### src/rscr_pkg.sv
// rscr_pkg: constants and carrier types for the regulator setpoint and
// configuration register block.
// assumes a single 50 MHz clock and an upstream serial engine on that clock.
package rscr_pkg;

  ////////////////////////////////////////////////////////////////////////////
  // register offsets
  localparam logic [7:0] ADDR_BUCK2_SETPOINT = 8'h03;
  localparam logic [7:0] ADDR_BUCK4_SETPOINT = 8'h04;
  localparam logic [7:0] ADDR_BUCK5_SETPOINT = 8'h05;
  localparam logic [7:0] ADDR_LINEAR_CONFIG  = 8'h06;
  localparam logic [7:0] ADDR_BUCK1_CONFIG   = 8'h07;
  localparam logic [7:0] ADDR_BUCK3_CONFIG   = 8'h08;

  ////////////////////////////////////////////////////////////////////////////
  // field positions and reset values
  localparam int SP_OVERRIDE_BIT  = 7;
  localparam int SP_OC_OFF_BIT    = 6;
  localparam int CFG_ORDER_LSB    = 4;
  localparam int CFG_SLEW_LSB     = 2;
  localparam int CFG_LOW_SIDE_BIT = 1;
  localparam int CFG_DEGLITCH_BIT = 1;
  localparam int CFG_UV_MASK_BIT  = 0;

  localparam logic [7:0] SP_RESET   = 8'h00;
  localparam logic [7:0] CFG_RESET  = 8'h00;
  localparam logic [2:0] ORDER_LAST = 3'h5;

  ////////////////////////////////////////////////////////////////////////////
  // level code to target, in units of 0.1 mV
  localparam logic [15:0] BUCK2_BASE    = 16'h3A98;
  localparam logic [15:0] BUCK2_STEP    = 16'h0177;
  localparam logic [15:0] BUCK4_BASE    = 16'h1B58;
  localparam logic [15:0] BUCK4_STEP    = 16'h00FA;
  localparam logic [15:0] BUCK4_HI_BASE = 16'h62A2;
  localparam logic [15:0] BUCK5_BASE    = 16'h1B58;
  localparam logic [15:0] BUCK5_STEP    = 16'h00FA;

  // strap defaults, index {strap_select_b, strap_select_a}
  localparam logic [3:0][5:0] BUCK2_STRAP = {6'h00, 6'h00, 6'h00, 6'h00};
  localparam logic [3:0][5:0] BUCK4_STRAP = {6'h3F, 6'h10, 6'h0C, 6'h08};
  localparam logic [3:0][5:0] BUCK5_STRAP = {6'h14, 6'h10, 6'h0C, 6'h08};

  ////////////////////////////////////////////////////////////////////////////
  // timing
  localparam int CLK_PERIOD_NS  = 20;
  localparam int FILT_LONG_NS   = 10000;
  localparam int FILT_SHORT_NS  = 5000;
  localparam int FILT_LONG_CYC  = (FILT_LONG_NS + CLK_PERIOD_NS - 1) / CLK_PERIOD_NS;
  localparam int FILT_SHORT_CYC = (FILT_SHORT_NS + CLK_PERIOD_NS - 1) / CLK_PERIOD_NS;
  localparam logic [1:0] STRAP_LOAD_AT = 2'h2;
  localparam logic [1:0] STRAP_DONE    = 2'h3;

  ////////////////////////////////////////////////////////////////////////////
  // carriers
  typedef struct packed {
    logic       wr;
    logic       rd;
    logic [7:0] addr;
    logic [7:0] wdata;
  } rscr_host_req_t;

  typedef struct packed {
    logic [5:0]  level;
    logic [15:0] target;
    logic        overcurrent_off;
  } rscr_setpoint_t;

  typedef struct packed {
    logic [2:0] position;
    logic [1:0] slew;
    logic       low_side_off;
    logic       uv_mask;
  } rscr_buck_cfg_t;

  typedef struct packed {
    logic [2:0] position;
    logic       filter_short;
    logic       uv_mask;
  } rscr_ldo_cfg_t;

endpackage

### src/rscr_regs.sv
// rscr_regs: buck 2/4/5 setpoint registers and linear, buck 1 and
// buck 3 configuration registers of the power management device.
// assumes the serial engine presents byte requests on clk; straps and
// under-voltage detectors are asynchronous pins.
//
// Summary of operation
// - override bit picks register level, else straps
// - overcurrent-off bit disables buck overcurrent protection
// - buck 2: 1.500 V plus 37.5 mV steps
// - buck 4: 0.700 V, 25 mV; upper half separate
// - buck 5: 0.700 V plus 25 mV to 1.475
// - order field gives power-up position, capped sixth
// - two-bit slew field selects driver slew rate
// - low-side-off bit keeps synchronous switch off
// - linear deglitch bit: 10 us or 5 us
// - under-voltage mask bit is host read-only and stays clear, so faults pass
`timescale 1ns/10ps
module rscr_regs (
  // clock, reset, enable
  input  wire logic                   clk,
  input  wire logic                   rst,
  input  wire logic                   ce,
  // register access from the serial engine
  input  wire rscr_pkg::rscr_host_req_t host_req,
  output logic [7:0]                  rd_data,
  output logic                        rd_valid,
  // strap pins
  input  wire logic                   strap_select_a,
  input  wire logic                   strap_select_b,
  // under-voltage detectors: 0 linear, 1 buck 1, 2 buck 3
  input  wire logic [2:0]             uv_detect,
  // buck setpoints
  output rscr_pkg::rscr_setpoint_t    buck2_sp,
  output rscr_pkg::rscr_setpoint_t    buck4_sp,
  output rscr_pkg::rscr_setpoint_t    buck5_sp,
  // regulator configuration
  output rscr_pkg::rscr_ldo_cfg_t     linear_cfg,
  output rscr_pkg::rscr_buck_cfg_t    buck1_cfg,
  output rscr_pkg::rscr_buck_cfg_t    buck3_cfg,
  // faults after masking, levels
  output logic [2:0]                  uv_fault
);

  ////////////////////////////////////////////////////////////////////////////
  // pin synchronisers and strap settle counter

  logic [1:0] strap_meta_ff;
  logic [1:0] strap_sync_ff;
  logic [2:0] uv_meta_ff;
  logic [2:0] uv_sync_ff;
  logic [1:0] settle_ff;
  logic [1:0] nxt_settle;
  logic       strap_load;

  always_comb begin
    nxt_settle = settle_ff;
    if (settle_ff != rscr_pkg::STRAP_DONE) begin
      nxt_settle = settle_ff + 2'h1;
    end
  end

  // strap caught only once the synchroniser has filled after reset
  assign strap_load = (settle_ff == rscr_pkg::STRAP_LOAD_AT);

  always_ff @(posedge clk) begin
    if (rst) begin
      strap_meta_ff <= 2'h0;
      strap_sync_ff <= 2'h0;
      uv_meta_ff    <= 3'h0;
      uv_sync_ff    <= 3'h0;
      settle_ff     <= 2'h0;
    end else if (ce) begin
      strap_meta_ff <= {strap_select_b, strap_select_a};
      strap_sync_ff <= strap_meta_ff;
      uv_meta_ff    <= uv_detect;
      uv_sync_ff    <= uv_meta_ff;
      settle_ff     <= nxt_settle;
    end
  end

  ////////////////////////////////////////////////////////////////////////////
  // write decode

  logic       wr_b2;
  logic       wr_b4;
  logic       wr_b5;
  logic       wr_ldo;
  logic       wr_b1;
  logic       wr_b3;
  logic [7:0] wdata;

  assign wdata  = host_req.wdata;
  assign wr_b2  = host_req.wr && (host_req.addr == rscr_pkg::ADDR_BUCK2_SETPOINT);
  assign wr_b4  = host_req.wr && (host_req.addr == rscr_pkg::ADDR_BUCK4_SETPOINT);
  assign wr_b5  = host_req.wr && (host_req.addr == rscr_pkg::ADDR_BUCK5_SETPOINT);
  assign wr_ldo = host_req.wr && (host_req.addr == rscr_pkg::ADDR_LINEAR_CONFIG);
  assign wr_b1  = host_req.wr && (host_req.addr == rscr_pkg::ADDR_BUCK1_CONFIG);
  assign wr_b3  = host_req.wr && (host_req.addr == rscr_pkg::ADDR_BUCK3_CONFIG);

  ////////////////////////////////////////////////////////////////////////////
  // setpoint registers

  logic [7:0] b2_q;
  logic [7:0] b4_q;
  logic [7:0] b5_q;

  rscr_setpoint #(.LVL_W(5), .BASE(rscr_pkg::BUCK2_BASE), .STEP(rscr_pkg::BUCK2_STEP),
    .HI_BASE(rscr_pkg::BUCK2_BASE), .SPLIT(1'b0), .STRAP(rscr_pkg::BUCK2_STRAP)) u_buck2 (
    .clk(clk), .rst(rst), .ce(ce), .wr_en(wr_b2), .wdata(wdata), .strap_idx(strap_sync_ff),
    .strap_load(strap_load), .reg_q(b2_q), .sp(buck2_sp));
  rscr_setpoint #(.LVL_W(6), .BASE(rscr_pkg::BUCK4_BASE), .STEP(rscr_pkg::BUCK4_STEP),
    .HI_BASE(rscr_pkg::BUCK4_HI_BASE), .SPLIT(1'b1), .STRAP(rscr_pkg::BUCK4_STRAP)) u_buck4 (
    .clk(clk), .rst(rst), .ce(ce), .wr_en(wr_b4), .wdata(wdata), .strap_idx(strap_sync_ff),
    .strap_load(strap_load), .reg_q(b4_q), .sp(buck4_sp));
  rscr_setpoint #(.LVL_W(5), .BASE(rscr_pkg::BUCK5_BASE), .STEP(rscr_pkg::BUCK5_STEP),
    .HI_BASE(rscr_pkg::BUCK5_BASE), .SPLIT(1'b0), .STRAP(rscr_pkg::BUCK5_STRAP)) u_buck5 (
    .clk(clk), .rst(rst), .ce(ce), .wr_en(wr_b5), .wdata(wdata), .strap_idx(strap_sync_ff),
    .strap_load(strap_load), .reg_q(b5_q), .sp(buck5_sp));

  ////////////////////////////////////////////////////////////////////////////
  // configuration registers and their decoded outputs

  logic [7:0]               ldo_ff;
  logic [7:0]               nxt_ldo;
  logic [7:0]               b1_ff;
  logic [7:0]               nxt_b1;
  logic [7:0]               b3_ff;
  logic [7:0]               nxt_b3;
  rscr_pkg::rscr_ldo_cfg_t  ldo_out_ff;
  rscr_pkg::rscr_ldo_cfg_t  nxt_ldo_out;
  rscr_pkg::rscr_buck_cfg_t b1_out_ff;
  rscr_pkg::rscr_buck_cfg_t nxt_b1_out;
  rscr_pkg::rscr_buck_cfg_t b3_out_ff;
  rscr_pkg::rscr_buck_cfg_t nxt_b3_out;

  // codes above the last slot all mean sixth
  function automatic logic [2:0] order_to_position(input logic [7:0] cfg);
    logic [2:0] order;
    order = cfg[rscr_pkg::CFG_ORDER_LSB +: 3];
    if (order > rscr_pkg::ORDER_LAST) begin
      return rscr_pkg::ORDER_LAST + 3'h1;
    end
    return order + 3'h1;
  endfunction

  // mask bit is host read-only, the rest of the byte stores as written
  function automatic logic [7:0] cfg_write(input logic [7:0] old, input logic [7:0] data);
    return {data[7:1], old[rscr_pkg::CFG_UV_MASK_BIT]};
  endfunction

  function automatic rscr_pkg::rscr_buck_cfg_t buck_decode(input logic [7:0] cfg);
    rscr_pkg::rscr_buck_cfg_t d;
    d.position     = order_to_position(cfg);
    d.slew         = cfg[rscr_pkg::CFG_SLEW_LSB +: 2];
    d.low_side_off = cfg[rscr_pkg::CFG_LOW_SIDE_BIT];
    d.uv_mask      = cfg[rscr_pkg::CFG_UV_MASK_BIT];
    return d;
  endfunction

  always_comb begin
    nxt_ldo = ldo_ff;
    nxt_b1  = b1_ff;
    nxt_b3  = b3_ff;
    if (wr_ldo) begin
      nxt_ldo = cfg_write(ldo_ff, wdata);
    end
    if (wr_b1) begin
      nxt_b1 = cfg_write(b1_ff, wdata);
    end
    if (wr_b3) begin
      nxt_b3 = cfg_write(b3_ff, wdata);
    end
    nxt_ldo_out.position     = order_to_position(nxt_ldo);
    nxt_ldo_out.filter_short = nxt_ldo[rscr_pkg::CFG_DEGLITCH_BIT];
    nxt_ldo_out.uv_mask      = nxt_ldo[rscr_pkg::CFG_UV_MASK_BIT];
    nxt_b1_out = buck_decode(nxt_b1);
    nxt_b3_out = buck_decode(nxt_b3);
  end

  always_ff @(posedge clk) begin
    if (rst) begin
      ldo_ff     <= rscr_pkg::CFG_RESET;
      b1_ff      <= rscr_pkg::CFG_RESET;
      b3_ff      <= rscr_pkg::CFG_RESET;
      ldo_out_ff <= '{position: 3'h1, filter_short: 1'b0, uv_mask: 1'b0};
      b1_out_ff  <= '{position: 3'h1, slew: 2'h0, low_side_off: 1'b0, uv_mask: 1'b0};
      b3_out_ff  <= '{position: 3'h1, slew: 2'h0, low_side_off: 1'b0, uv_mask: 1'b0};
    end else if (ce) begin
      ldo_ff     <= nxt_ldo;
      b1_ff      <= nxt_b1;
      b3_ff      <= nxt_b3;
      ldo_out_ff <= nxt_ldo_out;
      b1_out_ff  <= nxt_b1_out;
      b3_out_ff  <= nxt_b3_out;
    end
  end

  assign linear_cfg = ldo_out_ff;
  assign buck1_cfg  = b1_out_ff;
  assign buck3_cfg  = b3_out_ff;

  ////////////////////////////////////////////////////////////////////////////
  // under-voltage fault path; linear fault needs a persisting condition

  logic [9:0] filt_ff;
  logic [9:0] nxt_filt;
  logic [9:0] filt_limit;
  logic [2:0] fault_ff;
  logic [2:0] nxt_fault;

  always_comb begin
    if (ldo_ff[rscr_pkg::CFG_DEGLITCH_BIT]) begin
      filt_limit = 10'(rscr_pkg::FILT_SHORT_CYC);
    end else begin
      filt_limit = 10'(rscr_pkg::FILT_LONG_CYC);
    end
    nxt_filt = 10'h000;
    if (uv_sync_ff[0]) begin
      nxt_filt = (filt_ff < filt_limit) ? filt_ff + 10'h001 : filt_limit;
    end
    nxt_fault[0] = (filt_ff >= filt_limit) && uv_sync_ff[0]
                   && !ldo_ff[rscr_pkg::CFG_UV_MASK_BIT];
    nxt_fault[1] = uv_sync_ff[1] && !b1_ff[rscr_pkg::CFG_UV_MASK_BIT];
    nxt_fault[2] = uv_sync_ff[2] && !b3_ff[rscr_pkg::CFG_UV_MASK_BIT];
  end

  always_ff @(posedge clk) begin
    if (rst) begin
      filt_ff  <= 10'h000;
      fault_ff <= 3'h0;
    end else if (ce) begin
      filt_ff  <= nxt_filt;
      fault_ff <= nxt_fault;
    end
  end

  assign uv_fault = fault_ff;

  ////////////////////////////////////////////////////////////////////////////
  // readback; unmapped offsets read as zero

  logic [7:0] rdata_ff;
  logic [7:0] nxt_rdata;
  logic       rvalid_ff;

  always_comb begin
    unique case (host_req.addr)
      rscr_pkg::ADDR_BUCK2_SETPOINT: nxt_rdata = b2_q;
      rscr_pkg::ADDR_BUCK4_SETPOINT: nxt_rdata = b4_q;
      rscr_pkg::ADDR_BUCK5_SETPOINT: nxt_rdata = b5_q;
      rscr_pkg::ADDR_LINEAR_CONFIG:  nxt_rdata = ldo_ff;
      rscr_pkg::ADDR_BUCK1_CONFIG:   nxt_rdata = b1_ff;
      rscr_pkg::ADDR_BUCK3_CONFIG:   nxt_rdata = b3_ff;
      default:                       nxt_rdata = 8'h00;
    endcase
  end

  always_ff @(posedge clk) begin
    if (rst) begin
      rdata_ff  <= 8'h00;
      rvalid_ff <= 1'b0;
    end else if (ce) begin
      rdata_ff  <= host_req.rd ? nxt_rdata : rdata_ff;
      rvalid_ff <= host_req.rd;
    end
  end

  assign rd_data  = rdata_ff;
  assign rd_valid = rvalid_ff;

  ////////////////////////////////////////////////////////////////////////////
  // checks

  oc_write_a: assert property (
    @(posedge clk) disable iff (rst)
    (ce && wr_b4) |=> buck4_sp.overcurrent_off == $past(wdata[6]))
    else $error("overcurrent-off bit not stored");

  b2_target_a: assert property (
    @(posedge clk) disable iff (rst)
    buck2_sp.target == 16'h3A98 + 16'h0177 * {10'h000, buck2_sp.level})
    else $error("buck 2 target wrong");

  b4_target_a: assert property (
    @(posedge clk) disable iff (rst)
    !buck4_sp.level[5] |-> buck4_sp.target == 16'h1B58 + 16'h00FA * {10'h000, buck4_sp.level})
    else $error("buck 4 lower target wrong");

  b5_target_a: assert property (
    @(posedge clk) disable iff (rst)
    buck5_sp.level[4:0] == 5'h1F |-> buck5_sp.target == 16'h399E)
    else $error("buck 5 top code not 1.475 V");

  order_pos_a: assert property (
    @(posedge clk) disable iff (rst)
    (ce && wr_b1 && wdata[6:4] >= 3'h5) |=> buck1_cfg.position == 3'h6)
    else $error("order code not capped at sixth");

  slew_write_a: assert property (
    @(posedge clk) disable iff (rst)
    (ce && wr_b3) |=> buck3_cfg.slew == $past(wdata[3:2]))
    else $error("slew field not applied");

  low_side_a: assert property (
    @(posedge clk) disable iff (rst)
    (ce && wr_b1) |=> buck1_cfg.low_side_off == $past(wdata[1]))
    else $error("low-side-off not applied");

  filter_time_a: assert property (
    @(posedge clk) disable iff (rst)
    $rose(uv_fault[0]) |-> $past(filt_ff) == (ldo_ff[1] ? 10'h0FA : 10'h1F4))
    else $error("linear fault before filter time");

  uv_mask_a: assert property (
    @(posedge clk) disable iff (rst)
    ce |=> uv_fault[1] == ($past(uv_sync_ff[1]) && !$past(b1_ff[rscr_pkg::CFG_UV_MASK_BIT])))
    else $error("buck 1 fault does not follow mask");

  mask_ro_a: assert property (
    @(posedge clk) disable iff (rst)
    (ce && wr_ldo) |=> $stable(ldo_ff[0]))
    else $error("mask bit changed by host");

endmodule

### src/rscr_setpoint.sv
// rscr_setpoint: one buck setpoint register with strap fallback and
// target computation.
// assumes strap_idx is already synchronised and strap_load is one cycle.
`timescale 1ns/10ps
module rscr_setpoint #(
  parameter int unsigned      LVL_W   = 5,
  parameter logic [15:0]      BASE    = rscr_pkg::BUCK5_BASE,
  parameter logic [15:0]      STEP    = rscr_pkg::BUCK5_STEP,
  parameter logic [15:0]      HI_BASE = rscr_pkg::BUCK4_HI_BASE,
  parameter bit               SPLIT   = 1'b0,
  parameter logic [3:0][5:0]  STRAP   = rscr_pkg::BUCK5_STRAP
) (
  // clock and reset
  input  wire logic                   clk,
  input  wire logic                   rst,
  input  wire logic                   ce,
  // register access
  input  wire logic                   wr_en,
  input  wire logic [7:0]             wdata,
  // strap selection
  input  wire logic [1:0]             strap_idx,
  input  wire logic                   strap_load,
  // readback and setpoint
  output logic [7:0]                  reg_q,
  output rscr_pkg::rscr_setpoint_t    sp
);

  logic [7:0]       reg_ff;
  logic [7:0]       nxt_reg;
  logic [5:0]       lvl_ff;
  logic [5:0]       nxt_lvl;
  logic [15:0]      tgt_ff;
  logic [15:0]      nxt_tgt;
  logic [LVL_W-1:0] wcode;

  // upper half of a split field is its own range
  function automatic logic [15:0] level_to_target(input logic [5:0] code);
    logic [15:0] low;
    low = {11'h000, code[4:0]};
    if (SPLIT && code[5]) begin
      return HI_BASE + STEP * low;
    end
    return BASE + STEP * {10'h000, code};
  endfunction

  ////////////////////////////////////////////////////////////////////////////
  always_comb begin
    nxt_reg = reg_ff;
    if (strap_load) begin
      nxt_reg[LVL_W-1:0] = STRAP[strap_idx][LVL_W-1:0];
    end
    if (wr_en) begin
      nxt_reg = wdata;
    end
    if (reg_ff[rscr_pkg::SP_OVERRIDE_BIT]) begin
      nxt_lvl = 6'(reg_ff[LVL_W-1:0]);
    end else begin
      nxt_lvl = 6'(STRAP[strap_idx][LVL_W-1:0]);
    end
    nxt_tgt = level_to_target(nxt_lvl);
  end

  always_ff @(posedge clk) begin
    if (rst) begin
      reg_ff <= rscr_pkg::SP_RESET;
      lvl_ff <= 6'h00;
      tgt_ff <= BASE;
    end else if (ce) begin
      reg_ff <= nxt_reg;
      lvl_ff <= nxt_lvl;
      tgt_ff <= nxt_tgt;
    end
  end

  assign reg_q = reg_ff;
  assign sp    = '{level: lvl_ff, target: tgt_ff,
                   overcurrent_off: reg_ff[rscr_pkg::SP_OC_OFF_BIT]};
  assign wcode = wdata[LVL_W-1:0];

  ////////////////////////////////////////////////////////////////////////////
  override_level_a: assert property (
    @(posedge clk) disable iff (rst)
    (ce && wr_en && wdata[rscr_pkg::SP_OVERRIDE_BIT]) ##1 ce
      |=> sp.level[LVL_W-1:0] == $past(wcode, 2))
    else $error("override level not applied");

  strap_level_a: assert property (
    @(posedge clk) disable iff (rst)
    (ce && !reg_ff[rscr_pkg::SP_OVERRIDE_BIT])
      |=> sp.level[LVL_W-1:0] == STRAP[$past(strap_idx)][LVL_W-1:0])
    else $error("strap level not followed");

  strap_load_a: assert property (
    @(posedge clk) disable iff (rst)
    (ce && strap_load && !wr_en)
      |=> reg_q[LVL_W-1:0] == STRAP[$past(strap_idx)][LVL_W-1:0])
    else $error("strap default not loaded");

endmodule

### config.mk
export PLATFORM = sky130hd
export DESIGN_NAME = rscr_regs
export DESIGN_NICKNAME = d
export VERILOG_FILES = /design/src/rscr_pkg.sv /design/src/rscr_regs.sv /design/src/rscr_setpoint.sv
export SDC_FILE = /design/constraint.sdc
export NUM_CORES = 1
export LEC_CHECK = 0
export ABC_AREA = 0
export ABC_CLOCK_PERIOD_IN_PS = 5600
export BUFFER_PORTS_ARGS = -buffer_cell sky130_fd_sc_hd__buf_2
export CORE_ASPECT_RATIO = 0.6
export CORE_UTILIZATION = 60
export CTS_CLUSTER_SIZE = 8
export DETAILED_ROUTE_END_ITERATION = 7
export HOLD_SLACK_MARGIN = 0.03
export PLACE_DENSITY = 0.91
export SYNTH_ARGS = -nofsm -noshare
export SYNTH_HDL_FRONTEND = slang
export SYNTH_SLANG_ARGS = --single-unit
### constraint.sdc
create_clock -name clk -period 5.6 [get_ports clk]
set_input_delay 0.28 -clock clk [delete_from_list [all_inputs] [get_ports clk]]
set_output_delay 0.28 -clock clk [all_outputs]
set_load 0.005 [all_outputs]
==> reports/results.ini <==
[flow_run]
cap_violations = 0

[detailed_routing]
drc = 0
drt-initial-drc-count = 1021
dr_total_vias = 9679
ant_nets = 0
wirelength_mm = 28.2
wl_per_cell_microns = 17.8
drt-pass1-iter-count = 5
viasPerCell = 6.10

[critical_path]
reg2reg_slack_ps = 510
crit_fanout = 11
startpoint_type = register
end_kind = register
max_stage_delay_ps = 570
cp.depth = 16
cp_common_cell = inv_1
cp_cell_sequence = and3b_1, a21oi_1, inv_1, ha_1, inv_1, fa_1, fa_1, inv_1, ha_1, a21oi_1, a21boi_0, or4_1, a22oi_1, nand2_1, a211oi_1, a2111oi_0
worst-setup-path-type = register to register
path_delay_family = adder cells
rr_endpoint = u_buck4.tgt_ff[14]
cp.required_ps = 5900
critPathCapture = u_buck4.tgt_ff[14]
crit_buf_inv = 3
critPathSlowestCell = dfxtp_1
reg2regPathDepth = 16
arrival_ps = 5390
timing.rr.start = u_buck4.reg_q[7]
cp-startpoint = u_buck4.reg_q[7]

[sta]
maxSlewHeadroom_pct = 24.3
min_period_over_period_pct = 90.9
max_freq_mhz = 196
setup-violations-final = 0
skew_ps = 13.9
rsz0062_at_grt = false
slew_viol_final = 0
setup-tns-final_ps = 0
hold_violations = 0
tightest_slew_ps = 1130
fin_crit_ps = 5090

[yosys]
synth_seq_cells = 144
ys_types = 85
synthArstFlopShare_pct = 0
avgSynthCellArea_sq_um = 8.42
syn-instance-count = 1270
ys_warn_count = 0
syn_area_sq_um = 10700
yosys_most_used_dff = dfxtp_1
synth_edf_count = 0
ys_seq_area_share_pct = 27.0

[clock_network]
cts_tree = built
ctsHoldBuffers = 0
cts_setup_buffers = 0
root_buffer = clkbuf_16
numClockSinks = 144
insertion_delay_ps = 440
cts_buffers = 17
cts.clk_slew.worst_paths_ps = 70
cts.repair.resized = 0
cts-htree-levels = 4
clock_path_buffers = 2

[final_layout]
area.growth.synth_to_final_pct = 10.7
fin_util_pct = 68.6
final_cell_area_sq_um = 11800
final_common_cell = dfxtp_1
num-nets-final = 1508
layout_common_cells = dfxtp_1 (144), nor2_1 (139), buf_2 (113), inv_1 (107), nand2_1 (105)
drive_gt1_share_pct = 14.0
antenna_cells = 0

[status]
status = finished, final reports clean

[die]
die-width_microns = 174
dieArea_sq_um = 18400
placementRows = 37
die_h_microns = 105
core_area_sq_um = 17300
start_util_pct = 61.9
ios = 126

[global_routing]
grt_max_degree = 95
grt_pass1_wl_mm = 45.7
grt_util_all_layers_pct = 31.2
first_global_vias = 8992
antenna_found_initial = 1
overflow = 0

[placement]
dpl.hpwl_mm = 20.4
globalplace.congestion = 0.969
io_buffer_count = 115
placed_area_sq_um = 11300

[power_and_ir_drop]
p_per_area_nw_per_um2 = 230
p_leak_nw = 5.56
max-vdd-ir-drop_uv = 202

[hold_path]
hp-start = uv_detect[1]
hp-class = input pin to register

per-stage QoR:
step           hold WS [ps]  cells  setup WS (ps)  power [mW]
2_1_floorplan           416   1279            670        1.44
3_3_place_gp            441   1555            823        1.55
3_5_place_dp            448   1555            602        1.57
4_1_cts                76.8   1587            560        2.71
5_1_grt                90.0   1587            269        2.82
6_report               76.0   1587            508        2.72
how the worst min path moves through the flow:
| stage | end | depth (start not counted) |
|---|---|---|
| 2_1_floorplan | u_buck2.reg_q[0] | 2 |
| 3_3_place_gp | u_buck2.reg_q[5] | 2 |
| 3_5_place_dp | u_buck2.reg_q[5] | 2 |
| 4_1_cts | uv_meta_ff[1] | 3 |
| 5_1_grt | uv_meta_ff[1] | 3 |
| 6_report | uv_meta_ff[1] | 3 |
metal layers:
| layer | up-vias | part of all wire [%] | track usage [%] |
|---|---|---|---|
| li1 | 4545 | - | - |
| met1 | 4588 | 47 | 44.8 |
| met2 | 478 | 42 | 45.8 |
| met3 | 68 | 9.0 | 7.03 |
| met4 | 0 | 2.1 | 10.6 |
| met5 | - | 0 | 0 |
power breakdown:
group / total [mW] / internal (mW) / switching [mW]
Clock: 1.17 / 0.641 / 0.526
Combinational: 0.468 / 0.185 / 0.283
Sequential: 1.09 / 1.06 / 0.0270
Total: 2.72 / 1.89 / 0.836
state kept, by name, summed over array words and instances (netlist names), 7 cells and up:
register,count
ldo_ff,7
u_buck4.reg_q,8
rd_data,8
u_buck2.tgt_ff,14
u_buck4.tgt_ff,15
u_buck2.reg_q,8
u_buck5.tgt_ff,11
u_buck5.reg_q,8
filt_ff,10
area by class of cell:
class / count / area (sq um)
Multi-Input combinational cell: 943 / 7010
Fill cell: 1293 / 5430
Sequential cell: 144 / 2880
Timing Repair Buffer: 125 / 656
Clock buffer: 18 / 439
Inverter: 109 / 409
Tap cell: 234 / 293
Clock inverter: 14 / 146
worst min-delay path: stages:
cell and delay (ps):
buf_2 70, mux2i_1 50, nor2_1 70
cell families (layout without fill, tap and decap cells):
group	Yosys count	in the layout	synth area share [%]
compound gates	280	280	17.4
xor+xnor	50	50	4.10
fa+ha+maj	142	142	19.5
buf+inv	192	266	7.84
flops	144	144	27.0
mux	71	71	6.92
other cells	1	10	0.0351
simple gates	390	390	17.3
cell usage after synthesis (7+ instances only):
library cell / count / area (sq um)
dfxtp_1: 144 / 2880
nor2_1: 139 / 522
inv_1: 108 / 405
nand2_1: 105 / 394
ha_1: 101 / 1260
a21oi_1: 85 / 425
mux2i_1: 60 / 601
o21ai_0: 50 / 250
clkbuf_1: 44 / 165
fa_1: 41 / 821
nand3_1: 35 / 175
a211oi_1: 33 / 248
xnor2_1: 31 / 272
buf_4: 23 / 173
nor3_1: 19 / 95.1
xor2_1: 19 / 166
and3_1: 14 / 87.6
o211ai_1: 14 / 105
a21o_1: 12 / 90.1
a311oi_1: 11 / 96.3
nor2b_1: 10 / 62.6
and2_1: 9 / 56.3
o21a_1: 9 / 67.6
buf_1: 8 / 30.0
mux2_2: 8 / 90.1
nand4_1: 8 / 50.1
or2_2: 7 / 43.8
or3_1: 7 / 43.8
(Power assumes the default switching activity.)
